===== src/core/hlie_regs.svh =====
// Purpose: Offsets, field positions, reset values of the link IRQ block
// Assumes: Avalon-MM word addressing, one 32-bit word per register
// Notes: Included by the top module and the testbench only
`ifndef HLIE_REGS_SVH
`define HLIE_REGS_SVH
`define HLIE_ADDR_W 4
`define HLIE_OFF_STATUS 4'h0
`define HLIE_OFF_ENABLE 4'h1
`define HLIE_OFF_MASK 4'h2
`define HLIE_OFF_RAWST 4'h3
`define HLIE_BIT_TX_BEGIN 6
`define HLIE_BIT_RX_BEGIN 5
`define HLIE_BIT_TX_FINISH 4
`define HLIE_BIT_RX_FINISH 3
`define HLIE_EV_LO 3
`define HLIE_EV_HI 6
`define HLIE_IMPL_MASK 8'h78
`define HLIE_ENABLE_RST 8'h00
`define HLIE_MASK_RST 8'h78
`define HLIE_UNMAPPED_DATA 32'hDEADBEEF
`endif


===== src/core/hlie_pkg.sv =====
// Purpose: Types of the link IRQ block
// Assumes: Nothing
// Notes: Constants live in hlie_regs.svh
package hlie_pkg;
  typedef logic [7:0] hlie_byte_t;
  typedef logic [3:0] hlie_ev_t;
  typedef enum logic [2:0]
  {
    HLIE_IDLE = 3'b001,
    HLIE_ACK = 3'b010,
    HLIE_HOLD = 3'b100
  } hlie_bus_st_t;
endpackage


===== src/core/hlie_sync.sv =====
// Purpose: Two-flop synchroniser and rise detector per event line
// Assumes: Event lines come from another clock or pin
// Notes: First stage feeds only the second stage
`timescale 1ns/100ps
module hlie_sync
  import hlie_pkg::*;
(
  input wire logic core_clk_i,
  input wire logic nrst_i,
  input wire logic ce_i,
  input wire hlie_pkg::hlie_ev_t ev_i,
  output hlie_pkg::hlie_ev_t pulse_o
);
  typedef struct packed
  {
    hlie_ev_t s1;
    hlie_ev_t s2;
    hlie_ev_t s3;
  } hlie_sync_st_t;
  hlie_sync_st_t st_r;
  hlie_sync_st_t st_nxt;
  always_comb
  begin
    st_nxt = st_r;
    if (ce_i)
    begin
      st_nxt.s1 = ev_i;
      st_nxt.s2 = st_r.s1;
      st_nxt.s3 = st_r.s2;
    end
  end
  always_ff @(posedge core_clk_i or negedge nrst_i)
  begin
    if (!nrst_i)
      st_r <= '0;
    else
      st_r <= st_nxt;
  end
  // Rising edge only, so a held event line counts once
  genvar g;
  generate
    for (g = 0; g < 4; g = g + 1)
    begin : g_edge
      assign pulse_o[g] = ce_i & st_r.s2[g] & ~st_r.s3[g];
    end
  endgenerate
endmodule


===== src/core/hlie_flags.sv =====
// Purpose: Sticky status flags, set wins over clear
// Assumes: One-cycle set pulses and one-cycle clear vector
// Notes: Frozen while ce_i is low
`timescale 1ns/100ps
module hlie_flags
  import hlie_pkg::*;
(
  input wire logic core_clk_i,
  input wire logic nrst_i,
  input wire logic ce_i,
  input wire hlie_pkg::hlie_ev_t set_i,
  input wire hlie_pkg::hlie_ev_t clr_i,
  output hlie_pkg::hlie_ev_t flag_o
);
  typedef struct packed
  {
    hlie_ev_t flag;
  } hlie_flag_st_t;
  hlie_flag_st_t st_r;
  hlie_flag_st_t st_nxt;
  always_comb
  begin
    st_nxt = st_r;
    if (ce_i)
      st_nxt.flag = (st_r.flag & ~clr_i) | set_i;
  end
  always_ff @(posedge core_clk_i or negedge nrst_i)
  begin
    if (!nrst_i)
      st_r <= '0;
    else
      st_r <= st_nxt;
  end
  assign flag_o = st_r.flag;
endmodule


===== src/core/hlie_top.sv =====
// Purpose: Interrupt enable, status and mask for link controller pair two
// Assumes: Avalon-MM slave, word addressed, 40 MHz core_clk_i
// Notes: Status clears on read and on write of one; set beats clear
//
// Added by the designer: the placing of the registers and register access over Avalon-MM.
`timescale 1ns/100ps
`include "hlie_regs.svh"
// How it works
// - Tx begin event raises interrupt when enable bit 6 is one.
// - Rx begin event raises interrupt when enable bit 5 is one.
// - Tx finish event raises interrupt when enable bit 4 is one.
// - Rx finish event raises interrupt when enable bit 3 is one.
// - Event flags stick until status read or written with one, regardless of enable bits.
module hlie_top
  import hlie_pkg::*;
(
  input wire logic core_clk_i,
  input wire logic nrst_i,
  input wire logic ce_i,
  input wire logic [`HLIE_ADDR_W-1:0] avs_address_i,
  input wire logic avs_read_i,
  input wire logic avs_write_i,
  input wire logic [31:0] avs_writedata_i,
  input wire logic [3:0] avs_byteenable_i,
  output logic [31:0] avs_readdata_o,
  output logic avs_waitrequest_o,
  input wire logic tx_begin_event_i,
  input wire logic rx_begin_event_i,
  input wire logic tx_finish_event_i,
  input wire logic rx_finish_event_i,
  output logic irq_o
);
  // ****************************************
  // State
  // ****************************************
  typedef struct packed
  {
    hlie_bus_st_t bus;
    hlie_byte_t enable;
    hlie_byte_t mask;
    logic [31:0] rdata;
  } hlie_top_st_t;
  hlie_top_st_t st_r;
  hlie_top_st_t st_nxt;
  hlie_ev_t ev_raw;
  hlie_ev_t ev_pulse;
  hlie_ev_t flag;
  hlie_ev_t clr;
  hlie_byte_t status_b;
  hlie_byte_t wbyte;
  logic acc;
  assign ev_raw = {tx_begin_event_i, rx_begin_event_i,
                   tx_finish_event_i, rx_finish_event_i};
  hlie_sync u_sync
  (
    .core_clk_i(core_clk_i),
    .nrst_i(nrst_i),
    .ce_i(ce_i),
    .ev_i(ev_raw),
    .pulse_o(ev_pulse)
  );
  hlie_flags u_flags
  (
    .core_clk_i(core_clk_i),
    .nrst_i(nrst_i),
    .ce_i(ce_i),
    .set_i(ev_pulse),
    .clr_i(clr),
    .flag_o(flag)
  );
  assign status_b = {1'b0, flag, 3'h0};
  assign wbyte = avs_writedata_i[7:0];
  // ****************************************
  // Bus slave
  // ****************************************
  // One wait cycle: the answer is taken in ACK, then HOLD drops it
  assign acc = ce_i && (st_r.bus == HLIE_ACK);
  // Clear only what the captured word showed, so a late event survives
  always_comb
  begin
    clr = '0;
    if (acc && avs_read_i && avs_address_i == `HLIE_OFF_STATUS)
      clr = st_r.rdata[`HLIE_EV_HI:`HLIE_EV_LO];
    else if (acc && avs_write_i && avs_byteenable_i[0] &&
             avs_address_i == `HLIE_OFF_STATUS)
      clr = wbyte[`HLIE_EV_HI:`HLIE_EV_LO];
  end
  always_comb
  begin
    st_nxt = st_r;
    if (ce_i)
    begin
      case (st_r.bus)
        HLIE_IDLE:
        begin
          if (avs_read_i || avs_write_i)
          begin
            st_nxt.bus = HLIE_ACK;
            case (avs_address_i)
              `HLIE_OFF_STATUS: st_nxt.rdata = {24'h0, status_b};
              `HLIE_OFF_ENABLE: st_nxt.rdata = {24'h0, st_r.enable};
              `HLIE_OFF_MASK: st_nxt.rdata = {24'h0, st_r.mask};
              `HLIE_OFF_RAWST:
                st_nxt.rdata = {24'h0, 1'b0, ev_pulse, 3'h0};
              default: st_nxt.rdata = `HLIE_UNMAPPED_DATA;
            endcase
          end
        end
        HLIE_ACK:
        begin
          st_nxt.bus = HLIE_HOLD;
          if (avs_write_i && avs_byteenable_i[0])
          begin
            if (avs_address_i == `HLIE_OFF_ENABLE)
              st_nxt.enable = wbyte & `HLIE_IMPL_MASK;
            if (avs_address_i == `HLIE_OFF_MASK)
              st_nxt.mask = wbyte & `HLIE_IMPL_MASK;
          end
        end
        HLIE_HOLD: st_nxt.bus = HLIE_IDLE;
        default: st_nxt.bus = HLIE_IDLE;
      endcase
    end
  end
  always_ff @(posedge core_clk_i or negedge nrst_i)
  begin
    if (!nrst_i)
    begin
      st_r.bus <= HLIE_IDLE;
      st_r.enable <= `HLIE_ENABLE_RST;
      st_r.mask <= `HLIE_MASK_RST;
      st_r.rdata <= 32'h0;
    end
    else
      st_r <= st_nxt;
  end
  // Held high while frozen, so no answer is shown that is not taken
  assign avs_waitrequest_o = !(ce_i && (st_r.bus == HLIE_ACK));
  assign avs_readdata_o = st_r.rdata;
  // ****************************************
  // Interrupt
  // ****************************************
  // Enable and mask both gate the sticky flags onto irq_o
  hlie_ev_t gate;
  assign gate = flag & st_r.enable[`HLIE_EV_HI:`HLIE_EV_LO] &
                st_r.mask[`HLIE_EV_HI:`HLIE_EV_LO];
  assign irq_o = |gate;
  // ****************************************
  // Checks
  // ****************************************
  property p_tx_begin;
    @(posedge core_clk_i) disable iff (!nrst_i)
    (flag[3] && st_r.enable[`HLIE_BIT_TX_BEGIN] &&
     st_r.mask[`HLIE_BIT_TX_BEGIN]) |-> irq_o;
  endproperty
  a_tx_begin: assert property (p_tx_begin)
    else $error("tx begin irq missing");
  property p_rx_begin;
    @(posedge core_clk_i) disable iff (!nrst_i)
    (flag[2] && st_r.enable[`HLIE_BIT_RX_BEGIN] &&
     st_r.mask[`HLIE_BIT_RX_BEGIN]) |-> irq_o;
  endproperty
  a_rx_begin: assert property (p_rx_begin)
    else $error("rx begin irq missing");
  property p_tx_finish;
    @(posedge core_clk_i) disable iff (!nrst_i)
    (flag[1] && st_r.enable[`HLIE_BIT_TX_FINISH] &&
     st_r.mask[`HLIE_BIT_TX_FINISH]) |-> irq_o;
  endproperty
  a_tx_finish: assert property (p_tx_finish)
    else $error("tx finish irq missing");
  property p_rx_finish;
    @(posedge core_clk_i) disable iff (!nrst_i)
    (flag[0] && st_r.enable[`HLIE_BIT_RX_FINISH] &&
     st_r.mask[`HLIE_BIT_RX_FINISH]) |-> irq_o;
  endproperty
  a_rx_finish: assert property (p_rx_finish)
    else $error("rx finish irq missing");
  property p_no_irq;
    @(posedge core_clk_i) disable iff (!nrst_i)
    (st_r.enable == 8'h00) |-> !irq_o;
  endproperty
  a_no_irq: assert property (p_no_irq)
    else $error("irq while all enables off");
  property p_sticky;
    @(posedge core_clk_i) disable iff (!nrst_i)
    (ce_i && ev_pulse[3]) |=> flag[3];
  endproperty
  a_sticky: assert property (p_sticky)
    else $error("event flag not set");
  property p_hold;
    @(posedge core_clk_i) disable iff (!nrst_i)
    (flag[0] && clr[0] == 1'b0) |=> flag[0];
  endproperty
  a_hold: assert property (p_hold)
    else $error("flag lost without clear");
  property p_rsvd;
    @(posedge core_clk_i) disable iff (!nrst_i)
    (st_r.enable[7] == 1'b0) && (st_r.enable[2:0] == 3'h0);
  endproperty
  a_rsvd: assert property (p_rsvd)
    else $error("reserved enable bit set");
  property p_ack;
    @(posedge core_clk_i) disable iff (!nrst_i)
    (ce_i && st_r.bus == HLIE_IDLE && avs_read_i) |=>
      !avs_waitrequest_o ##1 avs_waitrequest_o;
  endproperty
  a_ack: assert property (p_ack)
    else $error("read not answered in one wait cycle");
  property p_tx_begin_off;
    @(posedge core_clk_i) disable iff (!nrst_i)
    (flag == 4'h8 && !st_r.enable[`HLIE_BIT_TX_BEGIN]) |-> !irq_o;
  endproperty
  a_tx_begin_off: assert property (p_tx_begin_off)
    else $error("tx begin irq while disabled");
  property p_rx_begin_off;
    @(posedge core_clk_i) disable iff (!nrst_i)
    (flag == 4'h4 && !st_r.enable[`HLIE_BIT_RX_BEGIN]) |-> !irq_o;
  endproperty
  a_rx_begin_off: assert property (p_rx_begin_off)
    else $error("rx begin irq while disabled");
  property p_tx_finish_off;
    @(posedge core_clk_i) disable iff (!nrst_i)
    (flag == 4'h2 && !st_r.enable[`HLIE_BIT_TX_FINISH]) |-> !irq_o;
  endproperty
  a_tx_finish_off: assert property (p_tx_finish_off)
    else $error("tx finish irq while disabled");
  property p_rx_finish_off;
    @(posedge core_clk_i) disable iff (!nrst_i)
    (flag == 4'h1 && !st_r.enable[`HLIE_BIT_RX_FINISH]) |-> !irq_o;
  endproperty
  a_rx_finish_off: assert property (p_rx_finish_off)
    else $error("rx finish irq while disabled");
  property p_sticky_rx_begin;
    @(posedge core_clk_i) disable iff (!nrst_i)
    (ce_i && ev_pulse[2]) |=> flag[2];
  endproperty
  a_sticky_rx_begin: assert property (p_sticky_rx_begin)
    else $error("rx begin flag not set");
  property p_sticky_tx_finish;
    @(posedge core_clk_i) disable iff (!nrst_i)
    (ce_i && ev_pulse[1]) |=> flag[1];
  endproperty
  a_sticky_tx_finish: assert property (p_sticky_tx_finish)
    else $error("tx finish flag not set");
  property p_sticky_rx_finish;
    @(posedge core_clk_i) disable iff (!nrst_i)
    (ce_i && ev_pulse[0]) |=> flag[0];
  endproperty
  a_sticky_rx_finish: assert property (p_sticky_rx_finish)
    else $error("rx finish flag not set");
  property p_read_clear;
    @(posedge core_clk_i) disable iff (!nrst_i)
    (acc && avs_read_i && avs_address_i == `HLIE_OFF_STATUS &&
     st_r.rdata[`HLIE_BIT_RX_FINISH] && !ev_pulse[0]) |=> !flag[0];
  endproperty
  a_read_clear: assert property (p_read_clear)
    else $error("status read did not clear flag");
  property p_enable_write;
    @(posedge core_clk_i) disable iff (!nrst_i)
    (acc && avs_write_i && avs_byteenable_i[0] &&
     avs_address_i == `HLIE_OFF_ENABLE) |=>
      (st_r.enable == ($past(wbyte) & `HLIE_IMPL_MASK));
  endproperty
  a_enable_write: assert property (p_enable_write)
    else $error("enable write not taken");
  property p_enable_keep;
    @(posedge core_clk_i) disable iff (!nrst_i)
    !(acc && avs_write_i && avs_byteenable_i[0] &&
      avs_address_i == `HLIE_OFF_ENABLE) |=> $stable(st_r.enable);
  endproperty
  a_enable_keep: assert property (p_enable_keep)
    else $error("enable changed without a write");
  property p_freeze;
    @(posedge core_clk_i) disable iff (!nrst_i)
    !ce_i |=> ($stable(st_r) && $stable(flag));
  endproperty
  a_freeze: assert property (p_freeze)
    else $error("state moved while clock enable low");
  property p_wait_ce;
    @(posedge core_clk_i) disable iff (!nrst_i)
    !ce_i |-> avs_waitrequest_o;
  endproperty
  a_wait_ce: assert property (p_wait_ce)
    else $error("answer shown while clock enable low");
  property p_ack_write;
    @(posedge core_clk_i) disable iff (!nrst_i)
    (ce_i && st_r.bus == HLIE_IDLE && avs_write_i) |=>
      !avs_waitrequest_o ##1 avs_waitrequest_o;
  endproperty
  a_ack_write: assert property (p_ack_write)
    else $error("write not answered in one wait cycle");
  property p_rdata_keep;
    @(posedge core_clk_i) disable iff (!nrst_i)
    !(ce_i && st_r.bus == HLIE_IDLE && (avs_read_i || avs_write_i)) |=>
      $stable(avs_readdata_o);
  endproperty
  a_rdata_keep: assert property (p_rdata_keep)
    else $error("read data changed without a request");
  property p_mask_rsvd;
    @(posedge core_clk_i) disable iff (!nrst_i)
    (st_r.mask[7] == 1'b0) && (st_r.mask[2:0] == 3'h0);
  endproperty
  a_mask_rsvd: assert property (p_mask_rsvd)
    else $error("reserved mask bit set");
endmodule


===== config.mk =====
export PLATFORM = sky130hd
export DESIGN_NAME = hlie_top
export DESIGN_NICKNAME = d
export VERILOG_FILES = /design/src/core/hlie_pkg.sv /design/src/core/hlie_sync.sv /design/src/core/hlie_flags.sv /design/src/core/hlie_top.sv
export VERILOG_INCLUDE_DIRS = /design/src /design/src/core
export SDC_FILE = /design/constraint.sdc
export NUM_CORES = 1
export LEC_CHECK = 0
export BUFFER_PORTS_ARGS = -buffer_cell sky130_fd_sc_hd__buf_4
export CORE_MARGIN = 5
export CORE_UTILIZATION = 50
export DETAILED_ROUTE_END_ITERATION = 10
export GPL_TIMING_DRIVEN = 0
export HOLD_SLACK_MARGIN = 0.03
export PLACE_DENSITY = 0.92
export SETUP_SLACK_MARGIN = 0.02
export SLEW_MARGIN = 20
export SYNTH_ARGS = -nofsm -noshare
export SYNTH_HDL_FRONTEND = slang
export SYNTH_SLANG_ARGS = --single-unit

===== constraint.sdc =====
create_clock -name core_clk_i -period 3.16 [get_ports core_clk_i]
set_input_delay 0.948 -clock core_clk_i [delete_from_list [all_inputs] [get_ports core_clk_i]]
set_output_delay 0.948 -clock core_clk_i [all_outputs]
set_load 0.01 [all_outputs]

==> impl_results.md <==
* Status: finished, final reports clean
* First-pass GRT wire length at 5970 um
* WP data arrival at roughly 1.6 ns
* VDD IR max at ~0.00033 V
* Antenna violations before repair at 0
* I/O pin cnt at 83
* WL final at between 3000 and 4000 um
* Hold_buf cts at 0
* Yosys warns at 0
* Sequential share of the synthesized area at 43.8%
* Initial Util at 51.1%
* Slew HR at 60.6%
* Slew @ Worst Pin at between 0.5 and 0.6 ns
* CP Launch Type: input port
* DP HPWL at roughly 2800 um
* Synthesized cell area at between 1500 and 2000 um^2
* Post-synth top flop: dfrtp_1
* GR Util All Layers at 15.1%
* Via/cell ratio at roughly 5.1
* Ys async rst share at 100%
* CTS sink count at 32
* Fin crit share at between 70% and 80%
* Cells after Synth at roughly 160
* Longest Clk Path Bufs at 2
* # rows at 22
* DRC errors left at 0
* Most frequent cell after synthesis: buf_4
* Leakage power at 1.12 nW
* Gpl congestion at around 0.8
* Grt ovf at 0
* Synth top area share at approximately 37%
* Number of max-cap violations at 0
* Synth Register Bits at 32
* Core area at about 3600 um^2
* Final Core Density at 64.9%
* Post-DP Area at 2230 um^2
* Drt initial violations at 24
* PortBufs at between 40 and 50
* Unique masters post-synth at 42
* Largest area contributor in the netlist: dfrtp_1
* Nets at 266
* Total setup buffers inserted after CTS at 0
* Top cells by area, synth: dfrtp_1, buf_4, dfstp_2, mux2_1, mux2_2
* DRT antenna net count at 0
* Mapped Avg Cell Area at 11.3 um^2
* Share of layout cells above drive strength 1 at approximately half
* Min Clock Period, post-route at about 2.5 ns
* DIE WIDTH at 70.7 um
* Clock-pin slew on the worst setup and hold paths at 0.06 ns
* Critical path class: in -> out
* Maximum number of pins on one net before global-route repair at 33
* Vias at between 1000 and 1500
* Critical Path Sink Type: primary output
* Wire per inst at about 14 um
* Die span in y at just over 70 um
* Max-slew violation count at 0
* Final setup fails at 0
* Number of synthesized flops with an enable pin at 0
* Clk_lat worst skew at slightly below 0.3 ns
* Drt first pass iters at 4
* CTS resizes at 0
* Maximum operating frequency at roughly 0.40 GHz
* Vias in the first global route at 1297
* H-tree depth at 2
* Ant. Diodes at 0
* Critical-path maximum fanout at 8
* Clock Skew at approximately 0.0062 ns
* Synth top cells by count: buf_4, dfrtp_1, mux2_1, mux2_2, inv_1
* Worst EP required at 2.21 ns
* CTS tree: yes
* Unrepaired setup endpoints after global routing: false
* Die area at approximately 5000 um^2
* Tightest Hold Check Type: reg -> reg
* P&R area growth vs syn at 27.0%
* PwrDens at around 700 nW/um^2
* Hold Vio Cnt, Final at 0
* Finished layout cell area at 2340 um^2
* Sum of negative setup slack at 0 ns
* Num CTS Buffers at 5
* Clock root buffer: clkbuf_8
* Layout filler cell count at between 300 and 400
placed cells by master (no fill, tap or decap), types with 4 or more instances in the layout:
cell | synthesis | final
and4b_1 | 4 | 4
mux2_2 | 8 | 8
mux2_1 | 8 | 8
clkbuf_8 | 0 | 5
and2_1 | 6 | 6
o211ai_1 | 4 | 4
nand3_1 | 4 | 4
o21ai_0 | 4 | 4
inv_1 | 7 | 7
o2bb2ai_1 | 4 | 4
nand2_1 | 4 | 4
dfrtp_1 | 27 | 27
dfstp_2 | 5 | 5
conb_1 | 1 | 7
buf_4 | 33 | 74
worst max-delay path: stages:
cell	delay [ns]
buf_4	0.14
and4bb_4	0.29
inv_1	0.05
buf_4	0.13
power by group:
group          switching, mW  leakage [nW]  internal [mW]
sequential            0.0875         0.364          0.482
clock                  0.156        0.0552          0.234
combinational          0.247         0.697          0.428
total                  0.490          1.12           1.14
path summary, 6_finish.rpt:
| check | start | endpoint | slack (ns) | cells after the start |
|---|---|---|---|---|
| min | u_sync.st_r[1] | u_flags.flag_o[1] | 0.48 | 1 |
| max | ce_i | avs_waitrequest_o | 0.64 | 4 |
| min reg2reg | u_sync.st_r[1] | u_flags.flag_o[1] | 0.48 | 1 |
| min in group asynchronous | nrst_i | st_r[50] | 0.58 | 1 |
| max in group asynchronous | nrst_i | st_r[38] | 2.25 | 1 |
| max reg2reg | st_r[50] | avs_readdata_o[3] | 1.55 | 3 |
kinds of logic (layout without fill, tap and decap cells):
kind of cell	after synthesis	count (layout)	synth area share [%]
compound gates	28	28	12.3
mux	19	19	11.4
simple gates	39	39	16.4
other cells	1	7	0.203
buf+inv	44	93	15.9
flops	32	32	43.8
metal layers:
metal / GRT usage (%) / vias up / share of wire (%)
li1: - / 655 / -
met1: 18.9 / 661 / 44
met2: 24.1 / 47 / 46
met3: 5.68 / 6 / 9.0
met4: 5.43 / 0 / 1.6
met5: 0 / - / 0
flip-flops by register name (all words and copies together) (netlist names):
| register | flops |
|---|---|
| avs_readdata_o | 5 |
| u_sync.st_r | 12 |
| u_flags.flag_o | 4 |
| st_r | 11 |
cell type report:
type / instances / area (um^2) / share of cell area (%)
plain buffers: 37 / 267 / 11.4
clock buffers: 6 / 72.6 / 3.10
clock inverters: 2 / 35.0 / 1.50
inverters: 7 / 26.3 / 1.12
multi-input cells: 93 / 766 / 32.7
flip-flops and latches: 32 / 807 / 34.5
well taps: 48 / 60.1 / 2.57
repair buffers: 41 / 308 / 13.1
metrics by stage:
stage	power, mW	std cells	setup WS (ns)	hold slack, ns
floorplan	0.970	169	0.808	0.433
global placement	1.24	258	0.649	0.460
detailed placement	1.26	258	0.644	0.467
CTS	1.65	266	0.639	0.474
global route	1.72	266	0.601	0.483
finish	1.63	266	0.642	0.476
Note: power is estimated with default switching activity, not from simulation.
